### config.mk
export PLATFORM = sky130hd
export DESIGN_NAME = lvd_host_ctrl
export DESIGN_NICKNAME = d
export VERILOG_FILES = /design/src/hdl/lvd_pkg.sv /design/src/hdl/lvd_host_ctrl.sv
export VERILOG_INCLUDE_DIRS = /design/src /design/src/hdl
export SDC_FILE = /design/constraint.sdc
export NUM_CORES = 1
export LEC_CHECK = 0
export ABC_AREA = 0
export BUFFER_PORTS_ARGS = -buffer_cell sky130_fd_sc_hd__buf_2
export CAP_MARGIN = 0
export CORE_ASPECT_RATIO = 0.8
export CORE_MARGIN = 5
export CORE_UTILIZATION = 60
export CTS_CLUSTER_DIAMETER = 100
export DETAILED_ROUTE_END_ITERATION = 10
export PLACE_DENSITY = 0.83
export REMOVE_ABC_BUFFERS = 1
export SLEW_MARGIN = 20
export SYNTH_ARGS = -nofsm -noshare
export SYNTH_HDL_FRONTEND = slang
export SYNTH_SLANG_ARGS = --single-unit
export TNS_END_PERCENT = 5
### constraint.sdc
create_clock -name i_sys_clk -period 3.2 [get_ports i_sys_clk]
set_clock_uncertainty 0.2 [all_clocks]
set_input_delay 0.48 -clock i_sys_clk [delete_from_list [all_inputs] [get_ports i_sys_clk]]
set_output_delay 0.48 -clock i_sys_clk [all_outputs]
set_load 0.1 [all_outputs]
### src/hdl/lvd_defs.svh
// constants for the low-voltage detector start-up controller
// Operation
// mask detector interrupt before enabling
// bit 2 selects supply or external pin
// program level bits 3..0 before enable
// set enable bit 7 after configuration
// wait 10 us plus pulse width
// check below-level flag for expected direction
// clear request flag, then unmask
// keep mode bit 1 at zero
// enable interrupts as last step
// stop by writing zero or clearing enable
// disable while below level raises request
// any reset sets the mask
// start-up may raise a masked request
// service routine rechecks flag, clears request
// wait fluctuation period, confirm, clear request
// reset usage waits fluctuation before port init
// request on each level crossing
// bit 0 shows live below-level state
// comparator registered in the system clock
`ifndef LVD_DEFS_SVH
`define LVD_DEFS_SVH
`define LVD_BIT_ENABLE 7
`define LVD_BIT_SOURCE 2
`define LVD_BIT_MODE 1
`define LVD_BIT_FLAG 0
`define LVD_STAB_NS 10000
`define LVD_CLK_NS 10
`define LVD_CTRL_OFF 8'h00
`define LVD_SYNC_FLUSH 3
`endif

### src/hdl/lvd_pkg.sv
// types for the low-voltage detector start-up controller
package lvd_pkg;
  typedef enum logic [3:0] {
    LVD_IDLE = 4'b0000,
    LVD_MASK = 4'b0001,
    LVD_SRC = 4'b0010,
    LVD_LEVEL = 4'b0011,
    LVD_ENABLE = 4'b0100,
    LVD_WAIT = 4'b0101,
    LVD_CHECK = 4'b0110,
    LVD_CLEAR = 4'b0111,
    LVD_UNMASK = 4'b1000,
    LVD_MODE = 4'b1001,
    LVD_RUN = 4'b1010,
    LVD_SERVICE = 4'b1011,
    LVD_STOP = 4'b1100
  } lvd_state_e;

  // outputs toward the device's detector control
  typedef struct packed {
    logic irq_mask;
    logic irq_clear;
    logic enable;
    logic source_sel;
    logic mode;
    logic [3:0] level_code;
    logic int_enable;
  } lvd_dev_ctrl_s;
endpackage

### src/hdl/lvd_host_ctrl.sv
// host-side start-up and service sequencer for the low-voltage detector
`timescale 1ns/1ps
`include "lvd_defs.svh"
module lvd_host_ctrl
  import lvd_pkg::*;
#(
  parameter int STAB_EXTRA_CYC = 16,
  parameter int SETTLE_CYC = 64
) (
  input wire logic i_sys_clk,
  input wire logic i_rst_n,
  input wire logic i_start,
  input wire logic i_stop,
  input wire logic i_use_ext_pin,
  input wire logic i_detect_rising,
  input wire logic [3:0] i_level_code,
  input wire logic i_below_level_flag,
  input wire logic i_detector_irq_request_flag,
  output logic o_detector_irq_mask,
  output logic o_irq_clear,
  output logic o_detector_enable,
  output logic o_source_select,
  output logic o_reset_or_irq_mode,
  output logic [3:0] o_level_code,
  output logic o_enable_interrupts,
  output logic o_busy,
  output logic o_running,
  output logic o_event,
  output logic o_event_below
);
  localparam int STAB_CYC =
    (`LVD_STAB_NS + `LVD_CLK_NS - 1) / `LVD_CLK_NS + STAB_EXTRA_CYC;
  localparam int CNT_W = $clog2(STAB_CYC + SETTLE_CYC + 2);

  typedef struct packed {
    lvd_state_e st;
    lvd_dev_ctrl_s dev;
    logic [CNT_W-1:0] cnt;
    logic flag_m;
    logic flag_s;
    logic req_m;
    logic req_s;
    logic falling_mode;
    logic running;
    logic event_p;
    logic event_below;
  } lvd_host_s;

  lvd_host_s r_q;
  lvd_host_s r_d;

  function automatic logic [CNT_W-1:0] cyc(input int n);
    cyc = CNT_W'(n);
  endfunction

  always_comb begin
    r_d = r_q;
    r_d.flag_m = i_below_level_flag;
    r_d.flag_s = r_q.flag_m;
    r_d.req_m = i_detector_irq_request_flag;
    r_d.req_s = r_q.req_m;
    r_d.dev.irq_clear = 1'b0;
    r_d.event_p = 1'b0;
    if (r_q.cnt != '0) begin
      r_d.cnt = r_q.cnt - cyc(1);
    end
    case (r_q.st)
      LVD_IDLE: begin
        if (i_start) begin
          r_d.falling_mode = ~i_detect_rising;
          r_d.st = LVD_MASK;
        end
      end
      LVD_MASK: begin
        r_d.dev.irq_mask = 1'b1;
        r_d.dev.int_enable = 1'b0;
        r_d.st = LVD_SRC;
      end
      LVD_SRC: begin
        r_d.dev.source_sel = i_use_ext_pin;
        r_d.dev.mode = 1'b0;
        r_d.st = LVD_LEVEL;
      end
      LVD_LEVEL: begin
        // external pin has a fixed threshold, level left untouched
        if (!r_q.dev.source_sel) begin
          r_d.dev.level_code = i_level_code;
        end
        r_d.st = LVD_ENABLE;
      end
      LVD_ENABLE: begin
        r_d.dev.enable = 1'b1;
        r_d.cnt = cyc(STAB_CYC);
        r_d.st = LVD_WAIT;
      end
      LVD_WAIT: begin
        // the request raised while settling stays masked
        if (r_q.cnt == '0) begin
          r_d.st = LVD_CHECK;
        end
      end
      LVD_CHECK: begin
        // falling detect needs above level, rising needs below
        if (r_q.flag_s != r_q.falling_mode) begin
          r_d.st = LVD_CLEAR;
        end
        if (i_stop) begin
          r_d.st = LVD_STOP;
        end
      end
      LVD_CLEAR: begin
        r_d.dev.irq_clear = 1'b1;
        // synced request lags the clear; ignore it until flushed
        r_d.cnt = cyc(`LVD_SYNC_FLUSH);
        r_d.st = LVD_UNMASK;
      end
      LVD_UNMASK: begin
        r_d.dev.irq_mask = 1'b0;
        r_d.dev.mode = 1'b0;
        r_d.st = LVD_MODE;
      end
      LVD_MODE: begin
        r_d.dev.int_enable = 1'b1;
        r_d.running = 1'b1;
        r_d.st = LVD_RUN;
      end
      LVD_RUN: begin
        if (i_stop) begin
          r_d.st = LVD_STOP;
        end else if (r_q.req_s && (r_q.cnt == '0)) begin
          // hold off through supply fluctuation before recheck
          r_d.cnt = cyc(SETTLE_CYC);
          r_d.st = LVD_SERVICE;
        end
      end
      LVD_SERVICE: begin
        if (r_q.cnt == '0) begin
          r_d.dev.irq_clear = 1'b1;
          r_d.event_p = 1'b1;
          r_d.event_below = r_q.flag_s;
          // stale synced request would retrigger a second service
          r_d.cnt = cyc(`LVD_SYNC_FLUSH);
          r_d.st = LVD_RUN;
        end
      end
      LVD_STOP: begin
        // clears enable, source and mode bits, keeps the level code; a request from stopping
        // while below level is left for software to take
        r_d.dev.enable = 1'b0;
        r_d.dev.source_sel = 1'b0;
        r_d.dev.mode = 1'b0;
        r_d.dev.irq_mask = 1'b1;
        r_d.running = 1'b0;
        r_d.st = LVD_IDLE;
      end
      default: begin
        r_d.st = LVD_IDLE;
      end
    endcase
  end

  always_ff @(posedge i_sys_clk) begin
    if (!i_rst_n) begin
      r_q <= '0;
      r_q.st <= LVD_IDLE;
      r_q.dev.irq_mask <= 1'b1;
      r_q.falling_mode <= 1'b1;
    end else begin
      r_q <= r_d;
    end
  end

  assign o_detector_irq_mask = r_q.dev.irq_mask;
  assign o_irq_clear = r_q.dev.irq_clear;
  assign o_detector_enable = r_q.dev.enable;
  assign o_source_select = r_q.dev.source_sel;
  assign o_reset_or_irq_mode = r_q.dev.mode;
  assign o_level_code = r_q.dev.level_code;
  assign o_enable_interrupts = r_q.dev.int_enable;
  assign o_busy = (r_q.st != LVD_IDLE) && (r_q.st != LVD_RUN);
  assign o_running = r_q.running;
  assign o_event = r_q.event_p;
  assign o_event_below = r_q.event_below;
endmodule

* Word-level counts from Yosys, hierarchy flattened
Index checks and enable logic that the tools add are counted.
** Word-level totals
- Word-level logic and storage cells :: 76
- Bits in registers :: 32
- Input bits :: 12
- Output and inout port bits :: 14
** Cells by class
- Equality and inequality tests :: 19
- Reductions and logical operators :: 17
- Bitwise logic cells :: 2
- Mux-type cells :: 21
- Add/sub/neg operators :: 1
** Operators with widths (count)
- $pmux 4 s12 :: 1
- $mux 11 :: 4
- $pmux 11 s4 :: 1
- $mux 4 :: 7
- $eq 4x4->1 const B :: 5
- $eq 4x3->1 const B :: 4
- $pmux 1 s2 :: 6
- $logic_not 11->1 :: 1
- $reduce_bool 11->1 :: 1
- $sub 11x1->11 const B :: 1
- $reduce_bool 2->1 :: 5
- $eq 4x2->1 const B :: 2
- $reduce_and 2->1 :: 4
- $ne 2x2->1 const B :: 3
- $ne 3x3->1 const B :: 2
- $reduce_and 5->1 :: 1
- $eq 4x1->1 const B :: 1
- $logic_not 4->1 :: 1
- $ne 4x4->1 const B :: 1
- $reduce_bool 4->1 :: 1
- $logic_and 1x1->1 :: 2
- $mux 2 :: 1
- $not 1->1 :: 2
- $reduce_or 2->1 :: 1
- other kinds (2) :: 2

* Longest topological paths before layout
- Word-level depth :: 5
- Mapped depth :: 10
- Gate-level depth less buffers :: 9

* Worst setup path after synthesis
OpenSTA, ideal clock, no wires.
- Kind :: register -> output
- Start point :: register r_q[31] in the netlist's numbering
- End point :: output port o_busy
- Required time :: 2520 ps
- Buffers on the path :: 1
- Stages on the path, launching flop included :: 4
- Data arrival time :: 2071 ps
- Slack :: 449 ps
- Cells stage by stage :: dfxtp_1 clkbuf_1 and4bb_2 nor2_1
** Between the ends
- Longest elaborated chain between the ends :: 2
- Elaborated cells between the ends (all ways) :: 3
- Classes of those cells :: 1 x eq/ne; 2 x reduce/logical
** RTL lines
- start: declaration :: RTL line lvd_host_ctrl.sv:49 : lvd_host_s r_q;
- start signal: assignment :: RTL line lvd_host_ctrl.sv:169 : r_q <= r_d;
- $ne 4x4->1 / $reduce_bool 4->1 (equally long branches) :: RTL line lvd_host_ctrl.sv:180 : assign o_busy = (r_q.st != LVD_IDLE) && (r_q.st != LVD_RUN);
- $logic_and 1x1->1 * :: RTL line lvd_host_ctrl.sv:180
- end: declaration :: RTL line lvd_host_ctrl.sv:26 : output logic o_busy,
Every way passes the cells marked *; elsewhere a longest branch is shown, timed or not.

* Worst setup path after layout
- Start point :: register r_q[29] in the netlist's numbering
- End point :: output port o_busy
Same word-level chain as after synthesis.

==> qor.yml <==
yosys:
  yosysMostFrequentCell: "dfxtp_1"
  ys_seq_area_share_pct: 36.9
  synth_top_family_by_area: "simple AND/OR/NAND/NOR gates"
  avgSynthCellArea_sq_um: 8.68
  synth_edf_count: 0
  async_reset_ff_share_pct: 0
  synth.cell_area_sq_um: 1740
  synthXorXnorAreaFrac_pct: 3.03
  synthCells: 200
  synth.top_cell.area_share_pct: 36.9
  yosysWarnings: 0
  synthTopCellsByCount: "32 x dfxtp_1, 19 x nor2_1, 12 x a21oi_1"
  netlist-cell-type-count: 54
  ys_seq_elements: 32
  synth.mux.area_fraction_pct: 4.61
  synth_area_leaders: "dfxtp_1 37%, mux2i_1 4.6%, nor2_1 4.1%"
  synth-adder-area-share_pct: 2.74
  synthSimpleGateAreaFrac_pct: 25.4
  ys.flop_type: "dfxtp_1"
  synth_compound_gate_area_share_pct: 20.0
  yosysTopAreaCell: "dfxtp_1"
global_route:
  grt-busiest-layer: "met2"
  antenna_found_initial: 0
  grt_use_met2_pct: 31.5
  grt_pass1_wl_um: 6370
  grt_pass1_vias: 1395
  grt.met3_usage_pct: 6.59
  grt_max_degree: 23
  grt_use_total_pct: 19.8
  grt_overflow: 0
  grt_use_met1_pct: 24.6
clocking:
  ctsHtreeMaxLevel: 2
  clk_pin_slew_ps: 100
  cts_root_buf: "clkbuf_4"
  clockBufferDepth: 2
  cts-buffers-inserted: 5
  cts_tree: "built"
  clk_latency_ps: 330
  post_cts_resize_count: 0
  cts_hold_buf: 0
  cts_setup_buffers: 0
  clock_sinks: 32
floorplan:
  rows: 17
  top_level_ports: 26
  coreArea_sq_um: 2770
  die_h_um: 58.1
  die_area_sq_um: 4080
  start_util_pct: 62.8
  fp.dieW_um: 70.2
critical_path:
  crit_path_end_kind: "primary output"
  crit_required_ps: 2520
  critPathLaunchType: "flop"
  reg2reg_from: "r_q[8]"
  critPathKind: "reg -> out"
  cp_max_fo: 21
  reg2reg_depth: 9
  arrival_ps: 1990
  startpoint: "r_q[29]"
placed_design:
  place.gp.congestion: 0.938
  post_dp_cell_area_sq_um: 1810
  pre_cts_ws_ps: 898
  dpl.hpwl_um: 2760
  portBuffers: 24
timing:
  tns_ps: 0
  finalHoldViolations: 0
  finalWorstSetupSlack_ps: 527
  rsz0062_at_grt: "no"
  fin_crit_ps: 2670
  max_clock_freq_mhz: 374
  relSlewSlack_pct: 51.2
  finalSetupViolCount: 0
  worstMarginPinSlew_ps: 731
  drv_slew: 0
  fin_crit_sh_pct: 83.5
power:
  worst_ir_drop_vdd_uv: 424
  p_leak_nw: 0.704
  powerDensity_nw_per_um2: 793
drt:
  wl_um: 3940
  dr_total_vias: 1565
  ant_nets: 0
  avgViaCountPerCell: 6.19
  drt_iter0_drc: 170
  wire_per_inst_um: 15.6
  drc: 0
  dr.pass1.iters: 4
layout:
  drive_above_1_share_pct: 18.6
  final_area_sq_um: 1870
  antennaDiodeCount: 0
  area_delta_synth_final_pct: 7.56
  fin_nets: 229
outcome:
  status: "complete, no violations"
hold_path:
  min_delay_path_depth: 2
  hold_path_class: "in -> reg"
  worstHoldStart: "i_detect_rising"
flow_run:
  drv_cap: 0
-- cell families after synthesis --
logic type | count (synthesis)
compound gates | 50
flops | 32
mux | 8
fa+ha+maj | 4
xor+xnor | 6
other cells | 1
simple gates | 76
buf+inv | 23
-- state kept, by name, summed over array words and instances, names as in the netlist --
name                 count
o_detector_irq_mask      1
o_running                1
o_detector_enable        1
r_q                     18
o_enable_interrupts      1
o_source_select          1
r_d                      2
o_level_code             4
o_irq_clear              1
o_event                  1
o_event_below            1
-- per-layer routing --
layer  vias to the layer above  share of wire [%]
met3                        11                9.2
met5                         -                  0
met2                        77                 47
met1                       730                 42
li1                        747                  -
met4                         0                1.8
-- final timing paths --
kind	endpoint	slack (ps)
worst max-delay path	o_busy	530
worst min-delay path	r_q[3]	150
worst max register to register	r_q[8]	810
worst min register to register	r_q[6]	240
-- worst max-delay path, stage by stage (launching register included) --
cell and delay [ps]:
dfxtp_1 740, and4bb_2 370, nor2_1 120, buf_2 430
-- through the flow --
| stage | util (%) | power, mW | cells | hold WS (ps) |
|---|---|---|---|---|
| 6_report | 67.6 | 1.48 | 253 | 152 |
| 3_3_place_gp | 65.4 | 1.20 | 245 | 217 |
| 5_1_grt | 67.6 | 1.59 | 253 | 149 |
| 3_5_place_dp | 65.4 | 1.23 | 245 | 224 |
| 2_1_floorplan | - | 1.09 | 183 | 212 |
| 4_1_cts | 67.6 | 1.48 | 253 | 143 |
-- final cells by class --
| type | instances | area, sq um |
|---|---|---|
| timing repair buffer | 24 | 120 |
| fill | 244 | 897 |
| inverter | 6 | 27.5 |
| tap | 38 | 47.5 |
| clock buffer | 8 | 58.8 |
| sequential | 32 | 641 |
| multi-input combinational | 145 | 973 |
-- layout by cell type (no fill, tap or decap), types with 5 or more instances in the layout --
master,Yosys,final
o21a_1,6,6
nor2_1,19,19
nand2b_1,5,5
clkbuf_4,0,5
buf_2,4,24
nor3_1,7,7
inv_1,5,5
nand2_1,11,11
dfxtp_1,32,32
a21oi_1,12,12
o21ai_0,11,11
and2_1,5,5
mux2i_1,8,8
-- report_power, final --
part,internal [mW],switching [mW]
Sequential,0.468,0.112
Clock,0.108,0.130
Combinational,0.254,0.408
(Power assumes the default switching activity.)
